--- src/common/scb_pkg.sv ---
// shared constants, types and decode functions for the setup configuration bank
package scb_pkg;

    // ------------------------------------------------------------------
    // register indices (byte address is four times the index)
    // ------------------------------------------------------------------
    localparam logic [7:0] IDX_SETUP_BASE = 8'h19;
    localparam logic [7:0] IDX_SETUP_LAST = 8'h20;
    localparam logic [7:0] IDX_CHAN_ROUTE = 8'h30;
    localparam logic [7:0] IDX_FE_STATUS = 8'h31;
    localparam int NUM_SETUPS_DOC = 8;

    // ------------------------------------------------------------------
    // reset values
    // ------------------------------------------------------------------
    localparam logic [15:0] SETUP_RESET = 16'h0000;
    localparam logic [10:0] CHAN_ROUTE_RESET = 11'h000;

    // ------------------------------------------------------------------
    // setup word fields
    // ------------------------------------------------------------------
    localparam int SRC1_MAG_LSB = 13;
    localparam int SRC0_MAG_LSB = 10;
    localparam int BURNOUT_LSB = 8;
    localparam int REFPOS_BUF_BIT = 7;
    localparam int REFNEG_BUF_BIT = 6;
    localparam int REF_SEL_LSB = 4;
    localparam int GAIN_LSB = 1;
    localparam int BYPASS_BIT = 0;

    // ------------------------------------------------------------------
    // channel route word fields
    // ------------------------------------------------------------------
    localparam int SRC0_ROUTE_LSB = 0;
    localparam int SRC1_ROUTE_LSB = 4;
    localparam int SETUP_SEL_LSB = 8;

    // ------------------------------------------------------------------
    // status word fields
    // ------------------------------------------------------------------
    localparam int ST_GAIN_LSB = 0;
    localparam int ST_SRC0_RSVD_BIT = 8;
    localparam int ST_SRC1_RSVD_BIT = 9;
    localparam int ST_SETUP_LSB = 10;
    localparam int ST_BYPASS_BIT = 13;

    // ------------------------------------------------------------------
    // current values in nanoamps
    // ------------------------------------------------------------------
    localparam int CUR_W = 18;
    localparam int BURN_W = 12;
    localparam logic [17:0] CUR_OFF = 18'h00000;
    localparam logic [17:0] CUR_100NA = 18'd100;
    localparam logic [17:0] CUR_10UA = 18'd10000;
    localparam logic [17:0] CUR_20UA = 18'd20000;
    localparam logic [17:0] CUR_50UA = 18'd50000;
    localparam logic [17:0] CUR_100UA = 18'd100000;
    localparam logic [17:0] CUR_150UA = 18'd150000;
    localparam logic [17:0] CUR_200UA = 18'd200000;
    localparam logic [11:0] BURN_OFF = 12'h000;
    localparam logic [11:0] BURN_HALF_UA = 12'd500;
    localparam logic [11:0] BURN_2UA = 12'd2000;

    typedef enum logic [1:0] {
        REF_EXT_PAIR_A = 2'b00,
        REF_EXT_PAIR_B = 2'b01,
        REF_INTERNAL = 2'b10,
        REF_SUPPLY = 2'b11
    } scb_ref_pair_e;

    function automatic logic [17:0] source_current_na(input logic [2:0] code);
        case (code)
            3'h1: source_current_na = CUR_10UA;
            3'h2: source_current_na = CUR_20UA;
            3'h3: source_current_na = CUR_50UA;
            3'h4: source_current_na = CUR_100UA;
            3'h5: source_current_na = CUR_150UA;
            3'h6: source_current_na = CUR_200UA;
            3'h7: source_current_na = CUR_100NA;
            default: source_current_na = CUR_OFF;
        endcase
    endfunction

    function automatic logic [11:0] burnout_current_na(input logic [1:0] code);
        case (code)
            2'h1: burnout_current_na = BURN_HALF_UA;
            2'h2: burnout_current_na = BURN_2UA;
            default: burnout_current_na = BURN_OFF;
        endcase
    endfunction

    function automatic logic [11:0] byte_addr(input logic [7:0] idx);
        byte_addr = {2'h0, idx, 2'h0};
    endfunction

endpackage

--- src/core/scb_bank.sv ---
// setup configuration register bank with apb slave and front end outputs
// ----------------------------------------------------------------------
// Functional notes
// - eight 16-bit setup registers at indices 0x19..0x20, reset zero, chosen by channel
// - bits 15:13 set source 1 current: off, 10..200 uA, 111 gives 100 nA
// - bits 12:10 set source 0 current: off, 10, 50, 100 uA printed
// - bits 9:8 set burnout current: off, half uA, two uA
// - bit 7 turns on the positive reference buffer
// - bit 6 bypasses negative reference buffer at 0, enables at 1
// - bits 5:4 pick reference: ext pair a, ext pair b, internal, supplies
// - bits 3:1 set amplifier gain to two to the code power
// - bit 0 bypasses amplifier, gain field ignored, gain forced to one
// - channel bits 3:0 route source 0 to one of eight input pins
// - source 1 routing uses the same code to pin map
// - source 1 routing sits in channel bits 7:4, reset zero, 0000 is pin 0
// ----------------------------------------------------------------------
//
// The APB slave port is this design's own decision.
module scb_bank #(
    parameter int NUM_SETUPS = scb_pkg::NUM_SETUPS_DOC
) (
    input wire logic clock,
    input wire logic rst_b,
    input wire logic psel,
    input wire logic penable,
    input wire logic pwrite,
    input wire logic [11:0] paddr,
    input wire logic [31:0] pwdata,
    output logic [31:0] prdata,
    output logic pready,
    output logic pslverr,
    output logic [17:0] src0_current_na,
    output logic [17:0] src1_current_na,
    output logic [11:0] burnout_current_na,
    output logic refpos_buffer_en,
    output logic refneg_buffer_en,
    output logic [1:0] ref_pair_sel,
    output logic amp_bypass,
    output logic [7:0] amp_gain,
    output logic [7:0] src0_pin_en,
    output logic [7:0] src1_pin_en
);

    // ------------------------------------------------------------------
    // elaboration checks
    // ------------------------------------------------------------------
    if (NUM_SETUPS < 1 || NUM_SETUPS > scb_pkg::NUM_SETUPS_DOC) begin : g_bad_setups
        $error("NUM_SETUPS must lie between 1 and 8");
    end

    // ------------------------------------------------------------------
    // reset release
    // ------------------------------------------------------------------
    logic rst_meta;
    logic rst_n;

    always_ff @(posedge clock or negedge rst_b) begin
        if (!rst_b) begin
            rst_meta <= 1'b0;
            rst_n <= 1'b0;
        end else begin
            rst_meta <= 1'b1;
            rst_n <= rst_meta;
        end
    end

    // ------------------------------------------------------------------
    // address decode
    // ------------------------------------------------------------------
    logic [7:0] acc_idx;
    logic aligned;
    logic hit_setup;
    logic hit_route;
    logic hit_status;
    logic [2:0] setup_slot;

    always_comb begin
        acc_idx = paddr[9:2];
        // only whole aligned words inside the low 1 KiB are mapped
        aligned = (paddr[1:0] == 2'h0) && (paddr[11:10] == 2'h0);
        hit_setup = aligned && (acc_idx >= scb_pkg::IDX_SETUP_BASE)
            && (acc_idx < scb_pkg::IDX_SETUP_BASE + 8'(NUM_SETUPS));
        hit_route = aligned && (acc_idx == scb_pkg::IDX_CHAN_ROUTE);
        hit_status = aligned && (acc_idx == scb_pkg::IDX_FE_STATUS);
        setup_slot = 3'(acc_idx - scb_pkg::IDX_SETUP_BASE);
    end

    // ------------------------------------------------------------------
    // register storage
    // ------------------------------------------------------------------
    logic [15:0] setup_mem [NUM_SETUPS];
    logic [15:0] next_setup_mem [NUM_SETUPS];
    logic [10:0] chan_route;
    logic [10:0] next_chan_route;
    logic wr_fire;

    always_comb begin
        wr_fire = psel && penable && pready && pwrite;
        next_setup_mem = setup_mem;
        next_chan_route = chan_route;
        if (wr_fire && hit_setup) begin
            next_setup_mem[setup_slot] = pwdata[15:0];
        end
        // route word write, reserved codes kept as written
        if (wr_fire && hit_route) begin
            next_chan_route = pwdata[10:0];
        end
    end

    always_ff @(posedge clock or negedge rst_n) begin
        if (!rst_n) begin
            for (int i = 0; i < NUM_SETUPS; i++) begin
                setup_mem[i] <= scb_pkg::SETUP_RESET;
            end
            chan_route <= scb_pkg::CHAN_ROUTE_RESET;
        end else begin
            setup_mem <= next_setup_mem;
            chan_route <= next_chan_route;
        end
    end

    // ------------------------------------------------------------------
    // active setup and decode
    // ------------------------------------------------------------------
    logic [2:0] setup_sel;
    logic [15:0] active_word;
    logic [17:0] dec_src0;
    logic [17:0] dec_src1;
    logic [11:0] dec_burn;
    logic dec_refpos;
    logic dec_refneg;
    logic [1:0] dec_ref_pair;
    logic dec_bypass;
    logic [7:0] dec_gain;
    logic [7:0] dec_pin0;
    logic [7:0] dec_pin1;
    logic rsvd0;
    logic rsvd1;

    always_comb begin
        setup_sel = chan_route[scb_pkg::SETUP_SEL_LSB +: 3];
        // channel picks its setup; a slot beyond the bank reads as reset
        active_word = (32'(setup_sel) < 32'(NUM_SETUPS)) ? setup_mem[setup_sel]
            : scb_pkg::SETUP_RESET;
    end

    scb_setup_decode u_setup_decode (
        .setup_word(active_word),
        .src0_na(dec_src0),
        .src1_na(dec_src1),
        .burnout_na(dec_burn),
        .refpos_en(dec_refpos),
        .refneg_en(dec_refneg),
        .ref_pair(dec_ref_pair),
        .bypass(dec_bypass),
        .gain(dec_gain)
    );

    scb_route_decode u_route0 (
        .route_code(chan_route[scb_pkg::SRC0_ROUTE_LSB +: 4]),
        .source_on(dec_src0 != scb_pkg::CUR_OFF),
        .pin_en(dec_pin0),
        .route_reserved(rsvd0)
    );

    scb_route_decode u_route1 (
        .route_code(chan_route[scb_pkg::SRC1_ROUTE_LSB +: 4]),
        .source_on(dec_src1 != scb_pkg::CUR_OFF),
        .pin_en(dec_pin1),
        .route_reserved(rsvd1)
    );

    // ------------------------------------------------------------------
    // front end outputs, one cycle behind the stored words
    // ------------------------------------------------------------------
    always_ff @(posedge clock or negedge rst_n) begin
        if (!rst_n) begin
            src0_current_na <= scb_pkg::CUR_OFF;
            src1_current_na <= scb_pkg::CUR_OFF;
            burnout_current_na <= scb_pkg::BURN_OFF;
            refpos_buffer_en <= 1'b0;
            refneg_buffer_en <= 1'b0;
            ref_pair_sel <= scb_pkg::REF_EXT_PAIR_A;
            amp_bypass <= 1'b0;
            amp_gain <= 8'h01;
            src0_pin_en <= 8'h00;
            src1_pin_en <= 8'h00;
        end else begin
            src0_current_na <= dec_src0;
            src1_current_na <= dec_src1;
            burnout_current_na <= dec_burn;
            refpos_buffer_en <= dec_refpos;
            refneg_buffer_en <= dec_refneg;
            ref_pair_sel <= dec_ref_pair;
            amp_bypass <= dec_bypass;
            amp_gain <= dec_gain;
            src0_pin_en <= dec_pin0;
            src1_pin_en <= dec_pin1;
        end
    end

    // ------------------------------------------------------------------
    // apb response: answer staged in setup cycle, so one access cycle
    // ------------------------------------------------------------------
    logic [31:0] next_prdata;
    logic next_pready;
    logic next_pslverr;
    logic setup_phase;
    logic [31:0] status_word;

    always_comb begin
        setup_phase = psel && !penable;
        status_word = 32'h0;
        status_word[scb_pkg::ST_GAIN_LSB +: 8] = amp_gain;
        status_word[scb_pkg::ST_SRC0_RSVD_BIT] = rsvd0;
        status_word[scb_pkg::ST_SRC1_RSVD_BIT] = rsvd1;
        status_word[scb_pkg::ST_SETUP_LSB +: 3] = setup_sel;
        status_word[scb_pkg::ST_BYPASS_BIT] = amp_bypass;
        next_pready = setup_phase;
        next_pslverr = 1'b0;
        next_prdata = 32'h0;
        if (setup_phase) begin
            if (hit_setup) begin
                next_prdata = {16'h0, setup_mem[setup_slot]};
            end else if (hit_route) begin
                next_prdata = {21'h0, chan_route};
            end else if (hit_status) begin
                next_prdata = status_word;
                // status is read only
                next_pslverr = pwrite;
            end else begin
                next_pslverr = 1'b1;
            end
            if (pwrite) begin
                next_prdata = 32'h0;
            end
        end
    end

    always_ff @(posedge clock or negedge rst_n) begin
        if (!rst_n) begin
            prdata <= 32'h0;
            pready <= 1'b0;
            pslverr <= 1'b0;
        end else begin
            prdata <= next_prdata;
            pready <= next_pready;
            pslverr <= next_pslverr;
        end
    end
endmodule

--- src/core/scb_route_decode.sv ---
// pin routing decode for one excitation source
module scb_route_decode (
    input wire logic [3:0] route_code,
    input wire logic source_on,
    output logic [7:0] pin_en,
    output logic route_reserved
);

    logic [7:0] onehot;

    // ------------------------------------------------------------------
    // code to pin map, reserved codes drive nothing
    // ------------------------------------------------------------------
    always_comb begin
        onehot = 8'h00;
        route_reserved = 1'b0;
        case (route_code)
            4'h0: onehot = 8'h01;
            4'h1: onehot = 8'h02;
            4'h4: onehot = 8'h04;
            4'h5: onehot = 8'h08;
            4'ha: onehot = 8'h10;
            4'hb: onehot = 8'h20;
            4'he: onehot = 8'h40;
            4'hf: onehot = 8'h80;
            default: route_reserved = 1'b1;
        endcase
        // a source that is off reaches no pin
        pin_en = source_on ? onehot : 8'h00;
    end

endmodule

--- src/core/scb_setup_decode.sv ---
// decode of one setup word into front end controls
module scb_setup_decode (
    input wire logic [15:0] setup_word,
    output logic [17:0] src0_na,
    output logic [17:0] src1_na,
    output logic [11:0] burnout_na,
    output logic refpos_en,
    output logic refneg_en,
    output logic [1:0] ref_pair,
    output logic bypass,
    output logic [7:0] gain
);

    logic [2:0] gain_code;

    always_comb begin
        gain_code = setup_word[scb_pkg::GAIN_LSB +: 3];
        src1_na = scb_pkg::source_current_na(setup_word[scb_pkg::SRC1_MAG_LSB +: 3]);
        // unprinted source 0 codes follow the source 1 table
        src0_na = scb_pkg::source_current_na(setup_word[scb_pkg::SRC0_MAG_LSB +: 3]);
        burnout_na = scb_pkg::burnout_current_na(setup_word[scb_pkg::BURNOUT_LSB +: 2]);
        refpos_en = setup_word[scb_pkg::REFPOS_BUF_BIT];
        refneg_en = setup_word[scb_pkg::REFNEG_BUF_BIT];
        ref_pair = setup_word[scb_pkg::REF_SEL_LSB +: 2];
        bypass = setup_word[scb_pkg::BYPASS_BIT];
        gain = bypass ? 8'h01 : 8'(8'h01 << gain_code);
    end

endmodule

--- config.mk ---
export PLATFORM = sky130hd
export DESIGN_NAME = scb_bank
export DESIGN_NICKNAME = d
export VERILOG_FILES = /design/src/common/scb_pkg.sv /design/src/core/scb_bank.sv /design/src/core/scb_route_decode.sv /design/src/core/scb_setup_decode.sv
export SDC_FILE = /design/constraint.sdc
export NUM_CORES = 1
export LEC_CHECK = 0
export BUFFER_PORTS_ARGS = -buffer_cell sky130_fd_sc_hd__buf_2
export CELL_PAD_IN_SITES_DETAIL_PLACEMENT = 0
export CELL_PAD_IN_SITES_GLOBAL_PLACEMENT = 2
export CORE_MARGIN = 8
export CORE_UTILIZATION = 39
export CTS_CLUSTER_DIAMETER = 50
export DETAILED_ROUTE_END_ITERATION = 10
export HOLD_SLACK_MARGIN = 0.12
export PLACE_DENSITY = 0.86
export RECOVER_POWER = 50
export SLEW_MARGIN = 0
export SYNTH_ARGS = -nofsm -noshare
export SYNTH_HDL_FRONTEND = slang
export SYNTH_SLANG_ARGS = --single-unit
--- constraint.sdc ---
create_clock -name clock -period 8.6 [get_ports clock]
set_input_delay 0.43 -clock clock [delete_from_list [all_inputs] [get_ports clock]]
set_output_delay 0.43 -clock clock [all_outputs]
set_load 0.01 [all_outputs]
=== Word-level counts from Yosys, hierarchy flattened ===
Index checks and enable logic that the tools add are counted.

* $add $sub $neg: 1
* Magnitude comparators: 5
* Equal/unequal tests: 32
* Shift operators: 1
* Mux-type cells: 28
* Bitwise logic cells: 2
* Reductions and logical operators: 21

{| class="wikitable"
|+ Operator list
! kind !! number
|-
| 18-bit case mux with 7 select lines || 2
|-
| 128-bit bitwise mux || 1
|-
| 8-bit case mux with 8 select lines || 2
|-
| 16-bit binary-select mux with 3-bit select || 2
|-
| 16-bit 2-to-1 mux || 6
|-
| 32-bit 2-to-1 mux || 2
|-
| 16-bit demux with 3-bit select || 1
|-
| 18-bit nonzero test || 2
|-
| 4-bit equality test, second input constant || 8
|-
| 14-bit 2-to-1 mux || 2
|-
| 3-bit equality test, second input constant || 8
|-
| 8-bit 2-to-1 mux || 3
|-
| 11-bit case mux with 2 select lines || 1
|-
| 4-bit by 3-bit equality test with 1-bit output, second input constant || 4
|-
| 8-bit by 6-bit equality test with 1-bit output, second input constant || 2
|-
| 8-bit OR reduction || 2
|-
| 3-bit by 2-bit equality test with 1-bit output, second input constant || 4
|-
| 1-bit logical AND || 12
|-
| 4-bit by 1-bit equality test with 1-bit output, second input constant || 2
|-
| 4-bit greater-or-equal comparator, second input constant || 2
|-
| 8-bit by 5-bit greater-or-equal comparator with 1-bit output, second input constant || 1
|-
| 4-bit logical NOT || 2
|-
| 8-bit by 6-bit < comparator with 1-bit output, second input constant || 1
|-
| 3-bit inverter with 4-bit output || 2
|-
| 9 further kinds || 16
|}

* Bits in registers: 252
* Output and inout port bits: 111

=== Logic depth before layout (Yosys ltp) ===
Gate-level depths: netlist of run 1.

* Word-level depth: 8
* Mapped depth: 11

=== By module ===
From an unflattened synthesis of run 1, not the netlist that was laid out.

* Cell total of the unflattened synthesis: 788
* Area, all modules: 11,081.9 µm²

{| class="wikitable"
|+ By module, submodules not included
! module !! instances !! cells an instance !! area each (µm²) !! seq. area each (µm²)
|-
| scb_bank || 1 || 664 || 10,292.4 || 5,906.9
|-
| scb_setup_decode || 1 || 92 || 609.3 || 0.0
|-
| scb_route_decode || 2 || 16 || 90.1 || 0.0
|}

=== Worst setup path after synthesis of run 1 ===
OpenSTA, ideal clock, no wires.

* Path type: input to register
* Start: input paddr[2]
* End: register setup_mem[101] (netlist name)
* Arrival time: 2.857 ns
* Setup slack: 5.618 ns
* Stages on the path: 10
* Path through: clkbuf_1 -> clkinv_1 -> ha_1 -> inv_1 -> o311a_1 -> o2111ai_2 -> buf_4 -> nor4_4 -> buf_4 -> mux2_2

* Longest elaborated chain between the ends: 7

{| class="wikitable"
|+ RTL lines
! item !! line !! text
|-
| start: declaration || scb_bank.sv:27 || <nowiki>input wire logic [11:0] paddr,</nowiki>
|-
| 3-bit by 1-bit subtractor with 3-bit output || scb_bank.sv:85 || <nowiki>setup_slot = 3'(acc_idx - scb_pkg::IDX_SETUP_BASE);</nowiki>
|-
| 3-bit inverter with 4-bit output (implied by the code) || scb_bank.sv:102 || <nowiki>next_setup_mem[setup_slot] = pwdata[15:0];</nowiki>
|-
| 4-bit greater-or-equal comparator (implied by the code) or 4-bit by 1-bit < comparator with 1-bit output (tied branches) || scb_bank.sv:102 ||
|-
| 1-bit logical AND (implied by the code) || scb_bank.sv:102 ||
|-
| 16-bit 2-to-1 mux (implied by the code) || scb_bank.sv:102 ||
|-
| 16-bit demux with 3-bit select || scb_bank.sv:102 ||
|-
| 128-bit bitwise mux || scb_bank.sv:102 ||
|-
| end signal: indexed assignment || scb_bank.sv:113 || <nowiki>setup_mem[i] <= scb_pkg::SETUP_RESET;</nowiki>
|-
| end signal: assignment || scb_bank.sv:117 || <nowiki>setup_mem <= next_setup_mem;</nowiki>
|-
| end: declaration || scb_bank.sv:91 || <nowiki>logic [15:0] setup_mem [NUM_SETUPS];</nowiki>
|}

Parallel ways exist; a longest one is shown, timed or not.
A chain may end at the register's enable or synchronous reset.

=== Worst setup path after layout of run 1 ===
* Start: input paddr[2]
* End: register setup_mem[112] (netlist name)

The elaborated chain is that of the path after synthesis.

==> results of run 1 <==
-- logic make-up after synthesis --
kind of cell,synth area share [%]
AO/OA/AOI/OAI,7.317
XOR/XNOR,0.7388
adder cells (fa/ha/maj),0.5863
buffers and inverters,5.077
flip-flops,51.37
multiplexers,25.55
other,0.07038
AND/OR/NAND/NOR,9.287
-- layout make-up --
| class | instances | area, µm² | share of cell area [%] |
|---|---|---|---|
| inverter | 12 | 45.04 | 0.3630 |
| sequential | 219 | 5483 | 44.19 |
| timing repair buffer | 136 | 644.4 | 5.193 |
| clock buffer | 37 | 818.3 | 6.595 |
| tap | 341 | 426.7 | 3.439 |
| multi-input combinational | 567 | 4810 | 38.76 |
| clock inverter | 17 | 178.9 | 1.442 |
| antenna | 1 | 2.502 | 0.02017 |
-- power breakdown --
group,switching [µW],internal [µW]
Clock,452,762
Combinational,94.4,34.8
Sequential,6.66,1030
Total,553,1830
-- stage by stage --
| step | cell area (µm²) | utilization (%) |
|---|---|---|
| 3_3_place_gp | 11500 | 42.78 |
| 2_1_floorplan | 10770 | - |
| 6_report | 12410 | 46.17 |
| 3_5_place_dp | 11500 | 42.78 |
| 4_1_cts | 12520 | 46.57 |
| 5_1_grt | 12410 | 46.16 |
-- routing by layer --
layer | share of wire, % | wire length [µm]
met1 | 44 | 12650
met2 | 47 | 13710
met3 | 6.8 | 1966
met4 | 2.4 | 694
met5 | 0 | 0
-- flip-flops by register name, indices dropped and copies added, names as in the netlist, 3 cells and up --
name	count
amp_gain	8
burnout_current_na	3
chan_route	11
prdata	16
setup_mem	128
src0_current_na	14
src0_pin_en	8
src1_current_na	14
src1_pin_en	8
-- cells in the mapped netlist, drive strengths merged (5+ instances only) --
library cell and instances:
a31oi 5, nor2b 9, ha 5, nor3b 7
a21oi 25, dfrtp 218, nor3 16, buf 63
o22ai 16, inv 11, nor2 56, nor4 14
xor2 6, clkbuf 23, o21ai 14, nand3 14
mux2 153, mux4 25, a22oi 7, mux2i 44
a32oi 5, nand2 51, o221ai 5
-- worst max-delay path, cell delays in order --
cell and delay (ns):
buf_2 0.07, buf_4 0.41, clkinv_1 0.52, ha_1 0.48, buf_4 0.47, nand2_1 0.47, nor4_4 0.76, buf_4 0.35
mux2_2 0.36
-- worst paths after layout --
check                         startpoint             end  slack [ns]  cells past startpoint
hold reg to reg                 rst_meta           rst_n        0.36                      0
setup / recovery                paddr[2]  setup_mem[112]        4.65                      9
hold / removal                     rst_b        rst_meta        0.21                      2
max in group asynchronous          rst_n   chan_route[8]        5.60                      1
setup reg to reg           chan_route[8]  src1_pin_en[3]        5.14                      7
min in group clock            pwdata[11]  setup_mem[123]        0.22                      2
-- timing repair --
action	in CTS	in global routing
resized for setup	0	0
hold buffers	2	0
buffers inserted	0	0
endpoints found under the hold margin	3	0
==> results.md, run 1 <==
- Via count: 7,352
- M2 GR Usage: 27.81%
- Initial antenna violation count: 1
- Maximum clock path buffer count: 3
- Pre-CTS WS: 4.111 ns
- GP Congestion: 0.8005
- Placed insts: 1,273
- Max Fclk: 253.5 MHz
- CTS tree: yes
- Cells after Synth: 857
- Cell taking the most area after synthesis: dfrtp_1
- Least-Margin Pin Slew: 2.625 ns
- Post-synth cell types: 59
- Pwr per Cell Area: 192.1 mW/mm²
- Worst Hold Class: in2async
- Vias per cell: 5.528
- Clk sink count: 219
- Final ANT Viol Nets: 0
- Final setup fails: 0
- DIE HEIGHT: 181.4 µm
- Synth top area cells: dfrtp_1 51%, mux2_2 16%, mux4_2 5.3%
- Grt ovf: 0
- Status: finished with violations
- Fin. Hold Viols: 0
- Async SR Flop Fraction: 100.0%
- Max Slew Vio Count: 64
- Post-synth EDFFs: 0
- First-pass GRT wire length: 45,320 µm
- Drt total wl: 29,020 µm
- Die Area: 0.03291 mm²
- Largest net degree at the start of global routing: 155
- I/O Pins: 160
- # rows: 60
- Top FF cell, synth: dfrtp_1
- Cell Count, Final, Fillers Out: 1,330
- Fin crit share: 45.88%
- Crit path max fanout: 41
- Mapped cell area: 0.01067 mm²
- Synth top area share: 51.13%
- DR iter-0 viols: 523
- Maximum VDD drop: 0.1216 mV
- Initial Utilization: 39.70%
- Worst setup SP type: primary input
- Met3 Use GR: 3.952%
- Die Wd: 181.4 µm
- Worst Hold Slack: 0.2094 ns
- Worst Setup End Kind: register
- Most common cell after layout, fill and taps aside: dfrtp_1
- Leak: 0.005649 µW
- Yosys warns: 0
- H-tree levels: 1
- CTS Root Cell: clkbuf_16
- Clk_skew: 0.01749 ns
- DR DRC count: 0
- Number of global-route vias before repair: 7,522
- Layout Nets: 1,020
- Max cap viols: 1
- Detailed Routing Iterations Pass 1: 5
- Wirelength per Cell: 21.82 µm
- Post-route setup slack: 4.655 ns
- Clk slew on worst S/H paths: 0.05 ns
- Fillers: 2,485
- Area of the core: 0.02688 mm²
- Sequential area share after synthesis: 51.37%
- Commonest non-fill, non-tap cells in the layout: 217 x dfrtp_1, 153 x mux2_2, 89 x clkbuf_1
- GRT busiest layer: met2
- Failing checks: max-capacitance violations, max-slew violations
- Detailed placer's ending HPWL: 19,220 µm
- Synthesized flop and latch total: 219
- CP required: 9.02 ns
- Syn avg cell area: 12.45 µm²
- # port buffers: 115
- Worst-skew pair later-pin latency: 0.54 ns
- Worst Path Arrival: 4.37 ns
- CTS buffer count: 30
- Worst slew margin: -75.01%
- Total global-route track usage: 17.41%
- Share of cells above drive strength 1: 30.36%
- Global-route met1 utilization: 23.42%
- Setup TNS Final: 0 ns
- Area delta synth->final: 16.29%
- Minimum clock period: 3.945 ns
- Total power: 2383 µW
- RSZ-0062 raised after global routing: false
- Crit Path Class: in2reg
No activity file was read; power rests on OpenSTA's default activity.
==> run 2: changes to the inputs <==
Clock period 8.6 ns to 4.14 ns, I/O delays scaled along.
==> run 2 against run 1 <==
Against the previous run:
- the run still ends with max-capacitance violations, max-slew violations left
- combinational power grew 130%
- via count grew 1.4%
- sequential power grew 110%
- flip-flop and latch count is the same
- core utilization grew 1.1 points
- setup slack lost 3.5 ns
- first-iteration DRC count grew 4.0%
- total power grew 110%
- worst hold slack lost 0.026 ns
- critical path depth shrank 3
- cell count grew 2.6%
- cell area grew 2.5%
- highest routed layer is now met5
==> results.md, run 2 (synthesized netlist as in run 1, its figures left out) <==
- Status: finished with violations (unchanged)
- Failing checks: max-capacitance violations, max-slew violations (unchanged)
- Setup TNS Final: 0 ns (unchanged)
- Detailed Routing Iterations Pass 1: 4 (was 5)
- Hold wc startpoint: pwrite
- RR Endpoint: src1_pin_en[2] (was src1_pin_en[3])
- CP required: 4.55 ns (was 9.02 ns)
- Maximum VDD drop: 0.2682 mV (was 0.1216 mV)
- Layout Nets: 1,055 (was 1,020)
- Detailed placer's ending HPWL: 19,600 µm (was 19,220 µm)
- Crit path depth: 6 (was 9)
- I/O Pins: 160 (unchanged)
- Worst-skew pair later-pin latency: 0.55 ns (was 0.54 ns)
- Die Area: 0.03291 mm² (unchanged)
- Crit path max fanout: 16 (was 41)
- Initial antenna violation count: 1 (unchanged)
- Fin crit share: 71.44%
- Clk sink count: 219 (unchanged)
- Worst slew margin: -29.36% (was -75.01%)
- Share of power burned in registers: 43.6% (about the same)
- CP delay by family, top: multiplexers (was buffers and inverters)
- Internal reg-to-reg setup slack: 1.18 ns (was 5.14 ns)
- First-pass GRT wire length: 46,420 µm (was 45,320 µm)
- DIE HEIGHT: 181.4 µm (unchanged)
- Max Slew Vio Count: 46 (was 64)
- Reg-to-Reg Start: chan_route[8] (unchanged)
- CTS buffer count: 29 (was 30)
- Initial Utilization: 39.70% (unchanged)
- PostCTS Resize Cnt: 0 (unchanged)
- Pwr per Cell Area: 388.7 mW/mm² (was 192.1 mW/mm²)
- Clock power frac: 50.3% (was 51.0%)
- CTS tree: yes (unchanged)
- # rows: 60 (unchanged)
- Reg2Reg Depth: 6 (was 7)
- Worst Hold Class: in2reg (was in2async)
- Placed cell area: 0.01166 mm² (was 0.01150 mm²)
- Via count: 7,453 (was 7,352)
- Worst Path Arrival: 3.36 ns (was 4.37 ns)
- Critical Path, Cell by Cell: mux2_2 > mux4_2 > a311oi_1 > buf_4 > nand2b_1 > nor4_1 (was buf_2 > buf_4 > clkinv_1 > ha_1 > buf_4 > nand2_1 > nor4_4 > buf_4 > mux2_2)
- Share of cells above drive strength 1: 31.18% (was 30.36%)
- Clk slew on worst S/H paths: 0.06 ns (was 0.05 ns)
- Design Area, Final: 0.01271 mm² (was 0.01241 mm²)
- Wirelength per Cell: 21.60 µm (was 21.82 µm)
- Commonest non-fill, non-tap cells in the layout: 217 x dfrtp_1, 153 x mux2_2, 87 x clkbuf_1 (was 217 x dfrtp_1, 153 x mux2_2, 89 x clkbuf_1)
- Largest regs: setup_mem (128), prdata (16) (unchanged)
- Number of global-route vias before repair: 7,681 (was 7,522)
- Crit Path Class: reg2reg (was in2reg)
- Minimum clock period: 2.957 ns
- Max Fclk: 338.1 MHz
- Die Wd: 181.4 µm (unchanged)
- Drt total wl: 29,470 µm (was 29,020 µm)
- CTS Root Cell: clkbuf_16 (unchanged)
- WHS Endpoint: prdata[11]
- Buf+Inv Stages, Crit Path: 1 (was 5)
- Antenna cells: 0 (was 1)
- Critical Path Max Stage Delay: 0.68 ns (was 0.76 ns)
- DR DRC count: 0 (unchanged)
- Least-Margin Pin Slew: 1.940 ns (was 2.625 ns)
- Clk_skew: 0.02867 ns (was 0.01749 ns)
- Fin. Hold Viols: 0 (unchanged)
- P_int: 3723 µW (was 1830 µW)
- GP Congestion: 0.7998 (was 0.8005)
- Worst setup SP type: register (was primary input)
- Final ANT Viol Nets: 0 (unchanged)
- Total global-route track usage: 17.79% (was 17.41%)
- Hold path cells: 3
- Max reg flops: 128 (unchanged)
- Area delta synth->final: 19.15% (was 16.29%)
- Combinational Power Share: 6.1% (was 5.4%)
- Most flops, register: setup_mem (unchanged)
- Post-CTS setup buffer count: 0 (unchanged)
- Worst path slowest cell: dfrtp_2 (was nor4_4)
- Net Sw Frac: 24.65% (was 23.21%)
- Area of the core: 0.02688 mm² (unchanged)
- Sw Pwr: 1218 µW (was 553.2 µW)
- Maximum clock path buffer count: 3 (unchanged)
- Grt ovf: 0 (unchanged)
- # port buffers: 115 (unchanged)
- Vias per cell: 5.464 (was 5.528)
- RSZ-0062 raised after global routing: false (unchanged)
- Hold buffer count at CTS: 20 (was 2)
- Final setup fails: 0 (unchanged)
- Max cap viols: 1 (unchanged)
- Worst Hold Slack: 0.1838 ns (was 0.2094 ns)
- DR iter-0 viols: 544 (was 523)
- Worst Setup End Kind: register (unchanged)
- Fin util: 47.30% (was 46.17%)
- Leak: 0.005809 µW (was 0.005649 µW)
- Largest net degree at the start of global routing: 135 (was 155)
- Most common cell after layout, fill and taps aside: dfrtp_1 (unchanged)
- H-tree levels: 1 (unchanged)
[run 2: stage by stage]
stage	setup slack [ns]	std cells	total power, µW
final	1.183	1364	4942
after global placement	1.019	1291	2478
after floorplan	0.5387	884	2379
after detailed placement	0.9217	1291	2480
after CTS	1.130	1364	5000
after global routing	0.8235	1364	5125
[run 2: worst max-delay path by stage]
stage	startpoint	to	slack [ns]
floorplan	rst_n	amp_bypass	0.54
global placement	paddr[3]	setup_mem[46]	1.02
detailed placement	paddr[3]	setup_mem[46]	0.92
CTS	chan_route[8]	src1_pin_en[2]	1.13
global route	rst_n	chan_route[8]	0.82
finish	chan_route[8]	src1_pin_en[2]	1.18
[run 2: area by class of cell]
type                    count  area [µm²]
clock buffers              35       778.2
inverters                  12       45.04
well taps                 341       426.7
multi-input cells         567        4810
fillers                  2521       14160
repair buffers            172       983.4
clock inverters            18       187.7
flip-flops and latches    219        5483
[run 2: worst reg2reg max path, delay by kind of cell, from the launching register on]
family | cells | cell delay (ns)
DFF | 1 | 0.68
buffers and inverters | 1 | 0.27
muxes | 2 | 0.96
and+or+nand+nor | 2 | 0.27
AOI/OAI and AO/OA | 1 | 0.66
[run 2: power groups by stage]
stage	registers [µW]	clock network [µW]	logic, µW
6_report	2160	2490	300
5_1_grt	2160	2640	327
4_1_cts	2160	2540	301
3_5_place_dp	2200	0	285
3_3_place_gp	2190	0	283
2_1_floorplan	2220	0	163
[run 2: metal layers]
| layer | part of all wire (%) | track usage (%) | up-vias |
|---|---|---|---|
| met5 | 0.031 | 0 | - |
| met4 | 2.8 | 5.346 | 2 |
| met3 | 5.9 | 3.792 | 54 |
| met2 | 47 | 28.23 | 227 |
| met1 | 45 | 24.18 | 3798 |
| li1 | - | - | 3372 |
==> run 3: changes to the inputs <==
Settings changed: CORE_UTILIZATION 39 to 35, PLACE_DENSITY 0.86 to 0.81.
Clock period 4.14 ns to 2.6 ns, I/O delays scaled along.
==> run 3 against run 2 <==
Against the previous run:
- the flow still finishes with violations (max-capacitance violations, max-slew violations)
- global-route usage shrank 1.4 points
- sequential power grew 59%
- combinational power grew 62%
- worst hold slack gained 0.033 ns
- fmax grew 23%
- cell area grew 3.0%
- sequential share of layout area shrank 1.2 points
- core utilization shrank 4.1 points
- via count grew 0.91%
- critical endpoint unchanged
==> results.md, run 3 (synthesized netlist as in run 1, its figures left out) <==
- Failing checks: max-capacitance violations, max-slew violations (unchanged)
- Placed insts: 1,364 (was 1,291)
- Global-route met1 utilization: 21.73% (was 24.18%)
- RSZ-0062 raised after global routing: false (unchanged)
- Final setup fails: 0 (unchanged)
- I/O Pins: 160 (unchanged)
- Grt ovf: 0 (unchanged)
- Setup TNS Final: 0 ns (unchanged)
- CTS buffer count: 31 (was 29)
- Met3 Use GR: 2.816% (was 3.792%)
- Commonest non-fill, non-tap cells in the layout: 217 x dfrtp_1, 153 x mux2_2, 83 x clkbuf_1 (was 217 x dfrtp_1, 153 x mux2_2, 87 x clkbuf_1)
- # rows: 64 (was 60)
- Worst Hold Class: in2reg (unchanged)
- Maximum VDD drop: 0.5056 mV (was 0.2682 mV)
- Most common cell after layout, fill and taps aside: dfrtp_1 (unchanged)
- Max Slew Vio Count: 44 (was 46)
- Detailed placer's ending HPWL: 20,870 µm (was 19,600 µm)
- H-tree levels: 1 (unchanged)
- Largest net degree at the start of global routing: 68 (was 135)
- Share of cells above drive strength 1: 33.17% (was 31.18%)
- DR iter-0 viols: 434 (was 544)
- First-pass GRT wire length: 47,020 µm (was 46,420 µm)
- Worst setup SP type: register (unchanged)
- Worst Setup End Kind: register (unchanged)
- DR DRC count: 0 (unchanged)
- Clk sink count: 219 (unchanged)
- Fin. Hold Viols: 0 (unchanged)
- Cell Count, Final, Fillers Out: 1,442 (was 1,364)
- Worst Path Arrival: 2.82 ns (was 3.36 ns)
- Crit Path Class: reg2reg (unchanged)
- Max reg flops: 128 (unchanged)
- Worst-skew pair later-pin latency: 0.55 ns (about the same)
- Worst Hold Slack: 0.2166 ns (was 0.1838 ns)
- M2 GR Usage: 27.14% (was 28.23%)
- Initial antenna violation count: 0 (was 1)
- Vias per cell: 5.216 (was 5.464)
- Max Fclk: 416.7 MHz (was 338.1 MHz)
- Via count: 7,521 (was 7,453)
- Pwr per Cell Area: 625.1 mW/mm² (was 388.7 mW/mm²)
- Die Wd: 190.6 µm (was 181.4 µm)
- Maximum clock path buffer count: 3 (unchanged)
- Initial Utilization: 35.25% (was 39.70%)
- Total global-route track usage: 16.35% (was 17.79%)
- Area delta synth->final: 22.68% (was 19.15%)
- Max cap viols: 1 (unchanged)
- GRT busiest layer: met2 (unchanged)
- Clk_skew: 0.02210 ns (was 0.02867 ns)
- Antenna cells: 0 (unchanged)
- Minimum clock period: 2.400 ns (was 2.957 ns)
- Drt total wl: 29,720 µm (was 29,470 µm)
- # port buffers: 115 (unchanged)
- Number of global-route vias before repair: 7,888 (was 7,681)
- Leak: 0.005989 µW (was 0.005809 µW)
- Most flops, register: setup_mem (unchanged)
- Detailed Routing Iterations Pass 1: 7 (was 4)
- CP required: 3.02 ns (was 4.55 ns)
- Crit path max fanout: 8 (was 16)
- CTS tree: yes (unchanged)
- Least-Margin Pin Slew: 1.979 ns (was 1.940 ns)
- Wirelength per Cell: 20.61 µm (was 21.60 µm)
- Die Area: 0.03633 mm² (was 0.03291 mm²)
- Worst slew margin: -31.95% (was -29.36%)
- Status: finished with violations (unchanged)
- Fillers: 2,927 (was 2,521)
- Largest regs: setup_mem (128), prdata (16) (unchanged)
- DIE HEIGHT: 190.6 µm (was 181.4 µm)
- Layout Nets: 1,076 (was 1,055)
- Final ANT Viol Nets: 0 (unchanged)
- Area of the core: 0.03027 mm² (was 0.02688 mm²)
- Post-route setup slack: 0.2001 ns (was 1.183 ns)
- Fin crit share: 92.31% (was 71.44%)
- CTS Root Cell: clkbuf_16 (unchanged)
- Clk slew on worst S/H paths: 0.07 ns (was 0.06 ns)
- GP Congestion: 0.8223 (was 0.7998)
- Pre-CTS WS: 0.08410 ns (was 0.9217 ns)
==> run 3: critical path, cell delays in order, from the launching register on <==
cell and delay, ns:
dfrtp_2 0.49, mux2_2 0.38, mux4_2 0.54, a311oi_2 0.37, buf_4 0.22, nand2b_1 0.20, nor4_1 0.07
==> run 3: path summary, 6_finish.rpt <==
kind / startpoint / to / slack (ns) / cells past startpoint
max: chan_route[8] / src1_pin_en[2] / 0.20 / 6
min: paddr[8] / prdata[9] / 0.22 / 5
max reg2reg: chan_route[8] / src1_pin_en[2] / 0.20 / 6
min reg2reg: rst_meta / rst_n / 0.35 / 0
max in group asynchronous: rst_n / amp_gain[0] / 0.49 / 1
min in group asynchronous: rst_b / rst_n / 0.42 / 3
==> run 3: cell type report <==
class                   count  area (µm²)  area share, %
flip-flops and latches    219        5483          41.88
multi-input cells         567        4816          36.79
clock inverters            22       252.7          1.931
inverters                  12       46.29         0.3537
repair buffers            191        1176          8.985
clock buffers              35       820.8          6.270
well taps                 396       495.5          3.785
==> run 3: power by group <==
group          switching (µW)  internal (µW)  leakage (µW)
clock network            1650           2620      0.000518
logic                     327            160       0.00242
registers                17.2           3420       0.00305
==> run 3: what timing repair did <==
item                                    4_1_cts  5_1_grt
hold buffers                                 21        0
gates resized for setup                       0        2
endpoints found under the setup margin        0       10
buffers inserted                              0        0
hold endpoints to repair                    145        0
==> run 3: metrics by stage <==
stage / instance area [µm²] / util (%) / power (µW)
2_1_floorplan: 10780 / - / 3788
3_3_place_gp: 11910 / 39.36 / 3960
3_5_place_dp: 11910 / 39.36 / 3963
4_1_cts: 13200 / 43.60 / 8296
5_1_grt: 13090 / 43.25 / 8495
6_report: 13090 / 43.25 / 8182
==> run 3: metal layers <==
layer | vias up | wire length (µm) | share of wire, %
li1 | 3407 | - | -
met1 | 3860 | 13370 | 45
met3 | 46 | 1571 | 5.3
met5 | - | 0 | 0
met4 | 0 | 629 | 2.1
met2 | 208 | 14150 | 48
